==> src/hw/adc_ctrl_defs.svh <==
// Named constants for the converter control and output sequencing logic.
// Assumes inclusion by bare name from every design file that uses them.
`ifndef ADC_CTRL_DEFS_SVH
`define ADC_CTRL_DEFS_SVH

// Sample input and output code widths.
`define ADC_IN_W           10
`define CODE_W             8

// Trim command qualification, in input clock cycles.
`define TRIM_LOW_MIN       10
`define TRIM_HIGH_MIN      10

// Power-up wait lengths, in input clock cycles.
`define STARTUP_SHORT      32'h0200_0000
`define STARTUP_LONG       32'h8000_0000

// Default trim sequence length, in input clock cycles.
`define TRIM_CYCLES        32'h0000_1000

// Sample-to-output latency of the current lanes, in input clock cycles.
`define LANE_LATENCY       13

// Register port.
`define REG_ADDR_W         2
`define REG_DATA_W         8
`define REG_CONFIG         2'h0
`define REG_STATUS         2'h1
`define CONFIG_RESET       8'h60

// Status register bit positions.
`define STAT_TRIM_BIT      0
`define STAT_SLEEP_BIT     1
`define STAT_BOOTED_BIT    2
`define STAT_EXT_BIT       3

`endif

==> src/hw/adc_ctrl_pkg.sv <==
// Types shared by the converter control and output sequencing logic.
// Assumes the constants header is on the include path.
`include "adc_ctrl_defs.svh"

package adc_ctrl_pkg;

  // One-hot states of the trim sequencer.
  typedef enum logic [3:0] {
    ST_STARTUP = 4'h1,
    ST_IDLE    = 4'h2,
    ST_CAL     = 4'h4,
    ST_SLEEP   = 4'h8
  } cal_state_t;

  // One converted sample pair as it travels down the pipeline.
  typedef struct packed {
    logic [`CODE_W-1:0] first;
    logic [`CODE_W-1:0] second;
    logic               oor;
  } entry_t;

  // The four demultiplexed output lanes.
  typedef struct packed {
    logic [`CODE_W-1:0] second_prior;
    logic [`CODE_W-1:0] first_prior;
    logic [`CODE_W-1:0] second_now;
    logic [`CODE_W-1:0] first_now;
  } lanes_t;

  // Software configuration register layout, highest bit first.
  typedef struct packed {
    logic spare;
    logic dcc_enable;
    logic phase_auto;
    logic des_input_q;
    logic des_enable;
    logic span;
    logic launch_edge;
    logic drive_strength;
  } config_t;

endpackage

==> src/hw/adc_ctrl_top.sv <==
// Trim sequencer and demultiplexed output pipeline of a dual converter.
// Assumes pins and the input clock are asynchronous to CORE_CLK_IN.
//
// Contract
// Trim after power-up and on each command.
// Controller recommands trim after span change.
// Controller waits 20 s before best trim.
// No trim start or run while sleeping.
// Command is ten low then ten high.
// Request high at power-up suppresses startup trim.
// Startup wait is 2^25 or 2^31 cycles.
// Sleep at power-up holds the wait counter.
// Trim active high for whole trim.
// Outputs 13 and 14 cycles after sampling.
// Offset-binary 8-bit codes, converting continuously.
// Extended control takes settings from register.
// Controller fixes control mode for session.
// Dual-edge mode samples both clock edges.
// Four lanes ordered earliest to latest.
// Dual-edge input is I unless extended choice.
// Second lanes carry rise samples 13.5/14.5.
// Normal mode: first is I, second Q.
// Background phase tracking in dual-edge mode.
// Duty-cycle correction enabled after power-up.
// Output strobe; lanes referenced to its fall.
// Clamp codes and flag out of range.
// Sleep during trim waits for trim end.
// Commands during sleep are discarded.
// Trim length is a configurable cycle count.
`timescale 1ns/1ps
`include "adc_ctrl_defs.svh"

module adc_ctrl_top #(
  parameter logic [31:0] STARTUP_SHORT_CYCLES = `STARTUP_SHORT,
  parameter logic [31:0] STARTUP_LONG_CYCLES  = `STARTUP_LONG,
  parameter logic [31:0] TRIM_CYCLES          = `TRIM_CYCLES,
  parameter int          LATENCY              = `LANE_LATENCY
) (
  // Clock and reset.
  input  wire logic                      CORE_CLK_IN,
  input  wire logic                      RST_IN,
  // Input sample clock and converted analog levels.
  input  wire logic                      SAMPLE_CLK_IN,
  input  wire logic [`ADC_IN_W-1:0]      I_LEVEL_IN,
  input  wire logic [`ADC_IN_W-1:0]      Q_LEVEL_IN,
  // Control pins.
  input  wire logic                      TRIM_REQUEST_IN,
  input  wire logic                      SLEEP_REQUEST_IN,
  input  wire logic                      STARTUP_WAIT_SELECT_IN,
  input  wire logic                      EXTENDED_CONTROL_IN,
  input  wire logic                      DRIVE_STRENGTH_SELECT_IN,
  input  wire logic                      LAUNCH_EDGE_SELECT_IN,
  input  wire logic                      INPUT_SPAN_SELECT_IN,
  // Register port.
  input  wire logic [`REG_ADDR_W-1:0]    REG_ADDR_IN,
  input  wire logic [`REG_DATA_W-1:0]    REG_WDATA_IN,
  input  wire logic                      REG_WR_IN,
  input  wire logic                      REG_RD_IN,
  output logic      [`REG_DATA_W-1:0]    REG_RDATA_OUT,
  // Status and effective settings.
  output logic                           TRIM_ACTIVE_OUT,
  output logic                           DRIVE_STRENGTH_OUT,
  output logic                           LAUNCH_EDGE_OUT,
  output logic                           INPUT_SPAN_OUT,
  output logic                           PHASE_TRACK_OUT,
  output logic                           DCC_ENABLE_OUT,
  // Output lanes.
  output adc_ctrl_pkg::lanes_t           LANES_OUT,
  output logic                           RANGE_EXCEEDED_OUT,
  output logic                           OUTPUT_STROBE_OUT
);

  localparam int PIN_W = 8 + 2 * `ADC_IN_W;

  logic [PIN_W-1:0]          pin_meta;
  logic [PIN_W-1:0]          pin_sync;
  logic                      sclk_d;
  logic                      rise;
  logic                      fall;
  logic [`ADC_IN_W-1:0]      i_s;
  logic [`ADC_IN_W-1:0]      q_s;
  logic                      sclk_s;
  logic                      trim_s;
  logic                      sleep_s;
  logic                      wait_s;
  logic                      ext_s;
  logic                      drive_s;
  logic                      launch_s;
  logic                      span_s;
  adc_ctrl_pkg::config_t     cfg;
  adc_ctrl_pkg::cal_state_t  state;
  adc_ctrl_pkg::cal_state_t  next_state;
  logic [31:0]               wait_cnt;
  logic [31:0]               wait_last;
  logic [31:0]               cal_cnt;
  logic                      booted;
  logic                      suppress;
  logic                      cmd;
  logic                      startup_done;
  logic                      cal_done;
  logic                      des;
  logic                      des_q;
  adc_ctrl_pkg::entry_t      pipe [LATENCY+1];
  adc_ctrl_pkg::entry_t      tap_now;
  adc_ctrl_pkg::entry_t      tap_prior;
  logic [`CODE_W:0]          rise_hold;
  logic [`CODE_W:0]          enc_i;
  logic [`CODE_W:0]          enc_sel;
  logic [`CODE_W:0]          enc_q;
  logic                      phase;
  logic                      lanes_update;

  // Clamps a two's complement level to an offset-binary code with an overrange bit.
  function automatic logic [`CODE_W:0] encode(input logic [`ADC_IN_W-1:0] v);
    logic [`ADC_IN_W-`CODE_W:0] hi;
    logic                        oor;
    hi  = v[`ADC_IN_W-1:`CODE_W-1];
    oor = !((&hi) || !(|hi));
    if (!oor) begin
      encode = {1'b0, ~v[`CODE_W-1], v[`CODE_W-2:0]};
    end else if (v[`ADC_IN_W-1]) begin
      encode = {1'b1, {`CODE_W{1'b0}}};
    end else begin
      encode = {1'b1, {`CODE_W{1'b1}}};
    end
  endfunction

  // Two-stage synchroniser for every pin from outside the core clock domain.
  always_ff @(posedge CORE_CLK_IN) begin
    if (RST_IN) begin
      pin_meta <= '0;
      pin_sync <= '0;
    end else begin
      pin_meta <= {SAMPLE_CLK_IN, TRIM_REQUEST_IN, SLEEP_REQUEST_IN, STARTUP_WAIT_SELECT_IN,
                   EXTENDED_CONTROL_IN, DRIVE_STRENGTH_SELECT_IN, LAUNCH_EDGE_SELECT_IN,
                   INPUT_SPAN_SELECT_IN, I_LEVEL_IN, Q_LEVEL_IN};
      pin_sync <= pin_meta;
    end
  end

  assign {sclk_s, trim_s, sleep_s, wait_s, ext_s, drive_s, launch_s, span_s, i_s, q_s} = pin_sync;

  // Edge finder on the synchronised input clock.
  always_ff @(posedge CORE_CLK_IN) begin
    if (RST_IN) begin
      sclk_d <= 1'b0;
    end else begin
      sclk_d <= sclk_s;
    end
  end

  assign rise = sclk_s && !sclk_d;
  assign fall = !sclk_s && sclk_d;

  // Software configuration register; duty-cycle correction resets enabled.
  always_ff @(posedge CORE_CLK_IN) begin
    if (RST_IN) begin
      cfg <= `CONFIG_RESET;
    end else if (REG_WR_IN && REG_ADDR_IN == `REG_CONFIG) begin
      cfg <= REG_WDATA_IN;
    end
  end

  // Read data stand only in the cycle after the read strobe.
  always_ff @(posedge CORE_CLK_IN) begin
    if (RST_IN) begin
      REG_RDATA_OUT <= '0;
    end else begin
      REG_RDATA_OUT <= '0;
      if (REG_RD_IN && REG_ADDR_IN == `REG_CONFIG) begin
        REG_RDATA_OUT <= cfg;
      end else if (REG_RD_IN && REG_ADDR_IN == `REG_STATUS) begin
        REG_RDATA_OUT[`STAT_TRIM_BIT]   <= TRIM_ACTIVE_OUT;
        REG_RDATA_OUT[`STAT_SLEEP_BIT]  <= state == adc_ctrl_pkg::ST_SLEEP;
        REG_RDATA_OUT[`STAT_BOOTED_BIT] <= state != adc_ctrl_pkg::ST_STARTUP;
        REG_RDATA_OUT[`STAT_EXT_BIT]    <= ext_s;
      end
    end
  end

  // Pins or register steer the mode; the wait select pin doubles as dual-edge enable.
  assign des   = ext_s ? cfg.des_enable : wait_s;
  assign des_q = ext_s && cfg.des_input_q;

  // Effective analog settings, pin or register depending on control mode; duty-cycle correction always from register.
  always_ff @(posedge CORE_CLK_IN) begin
    if (RST_IN) begin
      DRIVE_STRENGTH_OUT <= 1'b0;
      LAUNCH_EDGE_OUT    <= 1'b0;
      INPUT_SPAN_OUT     <= 1'b0;
      PHASE_TRACK_OUT    <= 1'b0;
      DCC_ENABLE_OUT     <= 1'b1;
    end else begin
      DRIVE_STRENGTH_OUT <= ext_s ? cfg.drive_strength : drive_s;
      LAUNCH_EDGE_OUT    <= ext_s ? cfg.launch_edge : launch_s;
      INPUT_SPAN_OUT     <= ext_s ? cfg.span : span_s;
      PHASE_TRACK_OUT    <= des && (!ext_s || cfg.phase_auto);
      DCC_ENABLE_OUT     <= cfg.dcc_enable;
    end
  end

  // Command qualifier, held cleared whenever sleep is requested or entered.
  trim_cmd_detect #(
    .LOW_MIN  (`TRIM_LOW_MIN),
    .HIGH_MIN (`TRIM_HIGH_MIN)
  ) u_cmd (
    .clk_in   (CORE_CLK_IN),
    .rst_in   (RST_IN),
    .edge_in  (rise),
    .level_in (trim_s),
    .clear_in (sleep_s || state == adc_ctrl_pkg::ST_SLEEP),
    .cmd_out  (cmd)
  );

  // The request level at the first input clock rise after reset decides suppression.
  always_ff @(posedge CORE_CLK_IN) begin
    if (RST_IN) begin
      booted   <= 1'b0;
      suppress <= 1'b0;
    end else if (rise && !booted) begin
      booted   <= 1'b1;
      suppress <= trim_s;
    end
  end

  // Extended control always takes the short wait.
  assign wait_last = ((wait_s && !ext_s) ? STARTUP_LONG_CYCLES : STARTUP_SHORT_CYCLES) - 1'b1;

  // Power-up wait counter, frozen while sleep is requested.
  always_ff @(posedge CORE_CLK_IN) begin
    if (RST_IN) begin
      wait_cnt <= '0;
    end else if (state == adc_ctrl_pkg::ST_STARTUP && rise && !sleep_s) begin
      wait_cnt <= wait_cnt + 1'b1;
    end
  end

  assign startup_done = state == adc_ctrl_pkg::ST_STARTUP && rise && !sleep_s &&
                        wait_cnt == wait_last;

  // Trim length counter, counting input clock cycles while trimming.
  always_ff @(posedge CORE_CLK_IN) begin
    if (RST_IN || state != adc_ctrl_pkg::ST_CAL) begin
      cal_cnt <= '0;
    end else if (rise) begin
      cal_cnt <= cal_cnt + 1'b1;
    end
  end

  assign cal_done = state == adc_ctrl_pkg::ST_CAL && rise && cal_cnt == TRIM_CYCLES - 1'b1;

  // Sequencer transitions; sleep beats a command, and a running trim is never cut.
  always_comb begin
    next_state = state;
    unique case (state)
      adc_ctrl_pkg::ST_STARTUP: begin
        if (cmd && !sleep_s) begin
          next_state = adc_ctrl_pkg::ST_CAL;
        end else if (startup_done) begin
          next_state = suppress ? adc_ctrl_pkg::ST_IDLE : adc_ctrl_pkg::ST_CAL;
        end
      end
      adc_ctrl_pkg::ST_IDLE: begin
        if (sleep_s) begin
          next_state = adc_ctrl_pkg::ST_SLEEP;
        end else if (cmd) begin
          next_state = adc_ctrl_pkg::ST_CAL;
        end
      end
      adc_ctrl_pkg::ST_CAL: begin
        if (cal_done) begin
          next_state = sleep_s ? adc_ctrl_pkg::ST_SLEEP : adc_ctrl_pkg::ST_IDLE;
        end
      end
      adc_ctrl_pkg::ST_SLEEP: begin
        if (!sleep_s) begin
          next_state = adc_ctrl_pkg::ST_IDLE;
        end
      end
    endcase
  end

  // Sequencer state and the trim active flag, high exactly in the trim state.
  always_ff @(posedge CORE_CLK_IN) begin
    if (RST_IN) begin
      state           <= adc_ctrl_pkg::ST_STARTUP;
      TRIM_ACTIVE_OUT <= 1'b0;
    end else begin
      state           <= next_state;
      TRIM_ACTIVE_OUT <= next_state == adc_ctrl_pkg::ST_CAL;
    end
  end

  // Converter codes for the first, selected and second inputs.
  assign enc_i   = encode(i_s);
  assign enc_sel = encode(des_q ? q_s : i_s);
  assign enc_q   = encode(q_s);

  // Rise-edge converter in dual-edge mode; it enters the pipe at the next fall.
  always_ff @(posedge CORE_CLK_IN) begin
    if (RST_IN) begin
      rise_hold <= '0;
    end else if (rise) begin
      rise_hold <= enc_sel;
    end
  end

  // Sample pipeline, advanced on every input clock fall.
  always_ff @(posedge CORE_CLK_IN) begin
    if (RST_IN) begin
      for (int k = 0; k <= LATENCY; k++) begin
        pipe[k] <= '0;
      end
    end else if (fall) begin
      pipe[0].first  <= des ? enc_sel[`CODE_W-1:0] : enc_i[`CODE_W-1:0];
      pipe[0].second <= des ? rise_hold[`CODE_W-1:0] : enc_q[`CODE_W-1:0];
      pipe[0].oor    <= des ? (enc_sel[`CODE_W] || rise_hold[`CODE_W]) :
                              (enc_i[`CODE_W] || enc_q[`CODE_W]);
      for (int k = 1; k <= LATENCY; k++) begin
        pipe[k] <= pipe[k-1];
      end
    end
  end

  assign tap_now      = pipe[LATENCY-1];
  assign tap_prior    = pipe[LATENCY];
  assign lanes_update = fall && phase;

  // Demultiplex phase and strobe; the strobe falls one sample after the lanes change.
  always_ff @(posedge CORE_CLK_IN) begin
    if (RST_IN) begin
      phase             <= 1'b0;
      OUTPUT_STROBE_OUT <= 1'b0;
    end else if (fall) begin
      phase             <= !phase;
      OUTPUT_STROBE_OUT <= phase;
    end
  end

  // Lane registers, loaded every second fall in earliest-to-latest order.
  always_ff @(posedge CORE_CLK_IN) begin
    if (RST_IN) begin
      LANES_OUT          <= '0;
      RANGE_EXCEEDED_OUT <= 1'b0;
    end else if (lanes_update) begin
      LANES_OUT.first_now    <= tap_now.first;
      LANES_OUT.second_now   <= tap_now.second;
      LANES_OUT.first_prior  <= tap_prior.first;
      LANES_OUT.second_prior <= tap_prior.second;
      RANGE_EXCEEDED_OUT     <= tap_now.oor || tap_prior.oor;
    end
  end

  // Trim only begins from a command or the end of the power-up wait.
  trim_start_cause_a: assert property (@(posedge CORE_CLK_IN) disable iff (RST_IN)
    $rose(TRIM_ACTIVE_OUT) |-> $past(cmd) || $past(startup_done))
    else $error("Trim began without a cause.");

  // A sleep request keeps an idle sequencer from trimming.
  sleep_no_start_a: assert property (@(posedge CORE_CLK_IN) disable iff (RST_IN)
    sleep_s && state != adc_ctrl_pkg::ST_CAL ##1 sleep_s |-> !TRIM_ACTIVE_OUT)
    else $error("Trim started while sleep was requested.");

  // Startup goes to idle only when suppressed.
  startup_suppress_a: assert property (@(posedge CORE_CLK_IN) disable iff (RST_IN)
    $past(state) == adc_ctrl_pkg::ST_STARTUP && state == adc_ctrl_pkg::ST_IDLE |->
    $past(suppress))
    else $error("Startup went idle without suppression.");

  // The wait ends only after the full count.
  startup_length_a: assert property (@(posedge CORE_CLK_IN) disable iff (RST_IN)
    $past(state) == adc_ctrl_pkg::ST_STARTUP && state == adc_ctrl_pkg::ST_CAL && !$past(cmd)
    |-> $past(wait_cnt) == $past(wait_last))
    else $error("Startup wait ended early.");

  // Sleep freezes the wait counter.
  startup_hold_a: assert property (@(posedge CORE_CLK_IN) disable iff (RST_IN)
    sleep_s |=> $stable(wait_cnt))
    else $error("Wait counter moved during sleep.");

  // Trim lasts exactly the configured count.
  trim_length_a: assert property (@(posedge CORE_CLK_IN) disable iff (RST_IN)
    $fell(TRIM_ACTIVE_OUT) |-> $past(cal_cnt) == TRIM_CYCLES - 1'b1)
    else $error("Trim ended at the wrong count.");

  // A pending sleep is entered exactly when trim ends.
  sleep_after_trim_a: assert property (@(posedge CORE_CLK_IN) disable iff (RST_IN)
    $fell(TRIM_ACTIVE_OUT) && $past(sleep_s) |-> state == adc_ctrl_pkg::ST_SLEEP)
    else $error("Sleep not entered after trim.");

  // A current and a prior lane take the pipeline taps of the right age.
  lane_latency_a: assert property (@(posedge CORE_CLK_IN) disable iff (RST_IN)
    lanes_update |=> LANES_OUT.first_now == $past(tap_now.first) &&
                     LANES_OUT.second_prior == $past(tap_prior.second))
    else $error("Lane latency mismatch.");

  // Lanes change only together with a rising strobe.
  strobe_ref_a: assert property (@(posedge CORE_CLK_IN) disable iff (RST_IN)
    $changed(LANES_OUT) |-> $rose(OUTPUT_STROBE_OUT))
    else $error("Lanes changed away from the strobe.");

  // Extended mode follows the register, not the pin.
  ext_select_a: assert property (@(posedge CORE_CLK_IN) disable iff (RST_IN)
    ext_s |=> DRIVE_STRENGTH_OUT == $past(cfg.drive_strength))
    else $error("Pin setting used in extended mode.");

endmodule

==> src/hw/trim_cmd_detect.sv <==
// Qualifies the trim request pin: a long enough low then high phase.
// Assumes a level already synchronised and a one-cycle input clock edge enable.
`timescale 1ns/1ps
`include "adc_ctrl_defs.svh"

module trim_cmd_detect #(
  parameter int LOW_MIN  = `TRIM_LOW_MIN,
  parameter int HIGH_MIN = `TRIM_HIGH_MIN
) (
  // Clock and reset.
  input  wire logic clk_in,
  input  wire logic rst_in,
  // Qualification inputs.
  input  wire logic edge_in,
  input  wire logic level_in,
  input  wire logic clear_in,
  // Result.
  output logic      cmd_out
);

  localparam int CW = $clog2((LOW_MIN > HIGH_MIN ? LOW_MIN : HIGH_MIN) + 1);
  localparam logic [CW-1:0] LOW_FULL  = CW'(LOW_MIN);
  localparam logic [CW-1:0] HIGH_LAST = CW'(HIGH_MIN - 1);

  logic [CW-1:0] low_cnt;
  logic [CW-1:0] high_cnt;
  logic          armed;

  // A level held high from power-up is never armed, so it needs a low phase first.
  always_ff @(posedge clk_in) begin
    if (rst_in || clear_in) begin
      low_cnt  <= '0;
      high_cnt <= '0;
      armed    <= 1'b0;
      cmd_out  <= 1'b0;
    end else begin
      cmd_out <= 1'b0;
      if (edge_in && !level_in) begin
        high_cnt <= '0;
        armed    <= 1'b0;
        if (low_cnt != LOW_FULL) begin
          low_cnt <= low_cnt + 1'b1;
        end
      end else if (edge_in && (armed || low_cnt == LOW_FULL)) begin
        low_cnt <= '0;
        if (high_cnt == HIGH_LAST) begin
          cmd_out  <= 1'b1;
          armed    <= 1'b0;
          high_cnt <= '0;
        end else begin
          armed    <= 1'b1;
          high_cnt <= high_cnt + 1'b1;
        end
      end else if (edge_in) begin
        low_cnt <= '0;
      end
    end
  end

  // A command is only reported at the last of the required high cycles.
  cmd_high_len_a: assert property (@(posedge clk_in) disable iff (rst_in)
    cmd_out |-> $past(high_cnt) == HIGH_LAST && $past(level_in))
    else $error("Trim command reported without a full high phase.");

  // While cleared no command can come out.
  cmd_cleared_a: assert property (@(posedge clk_in) disable iff (rst_in)
    clear_in |=> !cmd_out)
    else $error("Trim command reported while cleared.");

endmodule
==> config.mk <==
export PLATFORM = sky130hd
export DESIGN_NAME = adc_ctrl_top
export DESIGN_NICKNAME = d
export VERILOG_FILES = /design/src/hw/adc_ctrl_pkg.sv /design/src/hw/adc_ctrl_top.sv /design/src/hw/trim_cmd_detect.sv
export VERILOG_INCLUDE_DIRS = /design/src /design/src/hw
export SDC_FILE = /design/constraint.sdc
export NUM_CORES = 1
export LEC_CHECK = 0
export BUFFER_PORTS_ARGS = -buffer_cell sky130_fd_sc_hd__buf_2
export CORE_MARGIN = 5
export CORE_UTILIZATION = 60
export DETAILED_ROUTE_END_ITERATION = 8
export HOLD_SLACK_MARGIN = 0.02
export PLACE_DENSITY = 0.87
export SETUP_SLACK_MARGIN = 0.15
export SYNTH_ARGS = -nofsm -noshare
export SYNTH_HDL_FRONTEND = slang
export SYNTH_SLANG_ARGS = --single-unit
==> constraint.sdc <==
create_clock -name CORE_CLK_IN -period 8.6 [get_ports CORE_CLK_IN]
set_input_delay 1.29 -clock CORE_CLK_IN [delete_from_list [all_inputs] [get_ports CORE_CLK_IN]]
set_output_delay 1.29 -clock CORE_CLK_IN [all_outputs]
set_load 0.005 [all_outputs]
; ---- Word-level counts from Yosys, hierarchy flattened
; Memories as Yosys holds them, arrays and structs flattened.
; Index checks and enable logic that the tools add are counted.
[op_classes]
reduce_logical = 51
n_bitwise = 21
n_mux = 54
n_addsub = 5
n_eq_ne = 14
[op_table]
columns = cell, n
row1 = $mux 17, 13
row2 = $add 32x1->32 const B, 2
row3 = $mux 4, 14
row4 = $mux 8, 7
row5 = $eq 32x12->1 const B, 1
row6 = $eq 32x32->1, 1
row7 = $mux 32, 1
row8 = $sub 32x1->32 const B, 1
row9 = $mux 9, 3
row10 = $logic_and 1x1->1, 18
row11 = $or 1x1->1, 16
row12 = $pmux 4 s4, 1
row13 = $mux 1, 13
row14 = $eq 4x4->1 const B, 3
row15 = $reduce_or 3->1, 4
row16 = $logic_or 1x1->1, 11
row17 = $logic_not 1->1, 10
row18 = $mux 10, 1
row19 = $reduce_and 3->1, 3
row20 = $add 4x1->4 const B, 2
row21 = $eq 4x3->1 const B, 2
row22 = $not 1->1, 5
row23 = $eq 4x1->1 const B, 1
row24 = $eq 4x2->1 const B, 1
row25 = other kinds (10), 11
[totals]
memories = 1
ram_bits = 238
output_inout_bits = 48
word_cells = 182
regBits = 203
input_bits = 42
[memory_table]
columns = name, depth, width, read_ports, rd_clocked_by_memory_dff, write_ports, line_no
row1 = pipe, 14, 17, 14, 0, 14, adc_ctrl_top.sv:103  ; adc_ctrl_pkg::entry_t pipe [LATENCY+1];

; ---- Longest topological paths before layout
[depth]
ltp_word = 10
mapped_depth = 8
mapped_depth_nobuf = 7

; ---- Hierarchy
; Synthesis repeated with hierarchy kept, for this count alone.
[hier_totals]
cells_unflattened = 1347
hier_area_um2 = 16572.1
[by_module_without_submodules]
columns = mod, instances, area_per_inst_um2, seq_area_each_um2, cells_per_inst
row1 = adc_ctrl_top, 1, 16061.7, 11010.6, 1290
row2 = trim_cmd_detect, 1, 510.5, 200.2, 57

; ---- Worst setup path before layout
; OpenSTA, ideal clock, no wires.
[synth_path]
kind = input -> register
start = input port RST_IN
end = memory pipe[0][0] (netlist bit), enable pin
stages = 3
setup_ps = 589
path_buffers = 1
required_ps = 8011
path_slack_ps = 1775
t_arrival_ps = 6236
path_cell_list = clkbuf_1 nor2_1 inv_1
[synth_lines]
columns = item, line_no
row1 = from (decl), adc_ctrl_top.sv:41  ; input wire logic RST_IN,
row2 = to (decl), adc_ctrl_top.sv:103

; ---- Worst setup path in the final report
[layout_path]
start = input port RST_IN
end = register cal_cnt[23]
[layout_via]
elab_chain_len = 1
[layout_lines]
columns = item, line_no
row1 = $logic_or 1x1->1, adc_ctrl_top.sv:243  ; if (RST_IN || state != adc_ctrl_pkg::ST_CAL) begin
row2 = to (signal assigned), adc_ctrl_top.sv:246  ; cal_cnt <= cal_cnt + 1'b1;
row3 = to (decl), adc_ctrl_top.sv:95  ; logic [31:0] cal_cnt;
; Every way passes these cells.
; A chain may end at the register's enable or synchronous reset.

==> results.json <==
{
  "status": "finished clean",
  "viasPerCell": 5.561,
  "core_sq_um": 27630,
  "synth-simple-area-share": 0.1999,
  "cts-resized-gates": 0,
  "final_core_util": 0.6764,
  "grt_pass1_wl_microns": 46640,
  "drtPass1Iterations": 5,
  "drv_cap": 0,
  "relSlewSlack": 0.2505,
  "syn_area_sq_um": 16670,
  "fin_crit_ps": 3675,
  "drt_iter0_drc": 913,
  "clockBufferDepth": 3,
  "yosysSeqAreaShare": 0.6723,
  "track_usage": 0.1779,
  "synthToLayoutAreaGrowth_pct": 12.07,
  "clock_power_share": 0.418,
  "critPathMaxFanout": 126,
  "finalHoldViolCount": 0,
  "final_cell_mix": "238 x edfxtp_1, 203 x dfxtp_1, 165 x and3_1",
  "leakage_nw": 7.410,
  "worstMarginPinSlew_ps": 1124,
  "gp_congestion": 0.9363,
  "antenna_found_initial": 0,
  "die_w_microns": 176.7,
  "ys_ff_latch": 441,
  "drc_errors": 0,
  "synth_top_family_by_area": "simple AND/OR/NAND/NOR gates",
  "layout_commonest_cell": "edfxtp_1",
  "final.setup.tns_ps": 0,
  "die_h_microns": 176.7,
  "seqPwrFrac": 0.553,
  "initial_core_util": 0.6035,
  "clk_latency_ps": 540,
  "ios": 90,
  "cts-buffers-inserted": 42,
  "rsz0062_at_grt": "false",
  "synth_compound_area_frac": 0.05838,
  "cts_setup_buffers": 0,
  "synth_xor_area_frac": 0.03099,
  "ys_types": 60,
  "ant_nets": 0,
  "diodes": 0,
  "synthArstFlopShare": 0,
  "internal_power_mw": 3.323,
  "pwr-share-comb": 0.029,
  "report.final.setup_viol": 0,
  "fin_nets": 1465,
  "p_switching_mw": 0.8777,
  "synth_edf_count": 238,
  "die_area_sq_um": 31220,
  "period_share": 0.4273,
  "fp-row-count": 61,
  "muxShareOfSynthArea": 0.01328,
  "power_mw": 4.200,
  "arrival_ps": 4050,
  "synth_fp_nets": 1409,
  "ir_drop_uv": 152.0,
  "end_kind": "register",
  "synthCells": 1363,
  "grt_pass1_vias": 9716,
  "port_buffers": 89,
  "finalHoldWorstSlack_ps": 435.8,
  "start_kind": "input pin",
  "drt-total-wl_microns": 28270,
  "cts-hold-fix-buffers": 0,
  "fillerInstances": 1873,
  "cts.clk_slew.worst_paths_ps": 60,
  "fmax_mhz": 272.1,
  "powerDensity_nw_per_um2": 224.8,
  "fin_worst_skew_ps": 15.66,
  "worstSetupPathType": "input pin to register",
  "cts_sinks": 441,
  "cts_tree": "yes",
  "htree_levels": 2,
  "vias": 10180,
  "drive_gt1_frac": 0.1191,
  "yosys_warnings": 0,
  "ys.flop_type": "edfxtp_1",
  "slew_viol_final": 0,
  "synth_fa_ha_area_frac": 0.003001,
  "syn_avg_cell_area_sq_um": 12.23,
  "grt_max_degree": 176,
  "hold_path.class": "register to register",
  "p_sw_frac": 0.2090,
  "hpwlAfterDp_microns": 16370,
  "avgRoutedWirePerCell_microns": 15.44,
  "critPathRequiredTime_ps": 8970,
  "grt-ovfl-total": 0,
  "ctsRootBufferMaster": "clkbuf_16"
}
-- worst paths after layout --
path,startpoint,to,slack (ps),depth (start not counted)
worst min-delay path,pin_meta[5],pin_sync[5],440,1
worst max-delay path,RST_IN,cal_cnt[23],4930,5
worst min register to register,pin_meta[5],pin_sync[5],440,1
worst max register to register,sclk_d,pipe[0][6],5130,5
-- area by class of cell --
type                    count  area, sq um  share of cell area
well taps                 378        473.0             0.02531
flip-flops and latches    441        11210              0.5999
repair buffers             97        508.0             0.02718
inverters                  13        57.56            0.003080
clock inverters            22        173.9            0.009306
multi-input cells         824         5111              0.2735
clock buffers              56         1154             0.06173
-- power groups by stage --
| stage | Combinational, mW | Clock, mW | Sequential [mW] |
|---|---|---|---|
| global placement | 0.119 | 0 | 2.36 |
| CTS | 0.123 | 1.79 | 2.32 |
| finish | 0.122 | 1.76 | 2.32 |
| floorplan | 0.0900 | 0 | 2.37 |
| global route | 0.137 | 1.88 | 2.33 |
| detailed placement | 0.122 | 0 | 2.37 |
-- synth_stat cells (9+ instances only) --
library cell	n	area share
edfxtp_1	238	0.43
dfxtp_1	203	0.24
and3_1	165	0.062
nor2b_1	132	0.050
nor2_1	100	0.023
clkbuf_1	79	0.018
nand2_1	50	0.011
a21oi_1	46	0.014
o21ai_0	45	0.014
xnor2_1	35	0.018
a22o_1	32	0.017
nand3_1	24	0.0072
nor3_1	24	0.0072
xor2_1	24	0.013
nor4_1	23	0.0086
nand4_1	22	0.0083
mux2i_1	21	0.013
inv_1	12	0.0027
or3_1	9	0.0034
-- state kept, by name (all words and copies together), names as in the netlist, 4 cells and up --
signal,flops
u_cmd.high_cnt,4
wait_cnt,32
pin_meta,28
u_cmd.low_cnt,4
state,4
rise_hold,9
cal_cnt,32
REG_RDATA_OUT,8
LANES_OUT,32
cfg,8
pin_sync,28
pipe,238
-- layer usage --
metal | up-vias | GRT usage | part of all wire
met4 | 0 | 0.05093 | 0.017
li1 | 5015 | - | -
met3 | 42 | 0.02734 | 0.047
met5 | - | 0 | 0
met2 | 230 | 0.3163 | 0.51
met1 | 4896 | 0.2276 | 0.42
-- cells by family after synthesis --
family | count (synthesis)
buf+inv | 98
simple gates | 588
xor+xnor | 59
mux | 22
compound gates | 151
flops | 441
fa+ha+maj | 4
-- critical path, cell delays in order --
cell and delay, ps:
buf_4 520, clkinv_2 510, buf_4 530, nand2_1 940, nor2_1 150
-- per-stage QoR --
step                      instance area [sq um]  instances  worst slack [ps]
after CTS                                 18690       1831              4955
after global routing                      18690       1831              4651
after detailed placement                  17360       1753              4396
final                                     18690       1831              4925
after floorplan                           16670       1363              1775
after global placement                    17360       1753              4445
No activity file was read; power rests on OpenSTA's default activity.
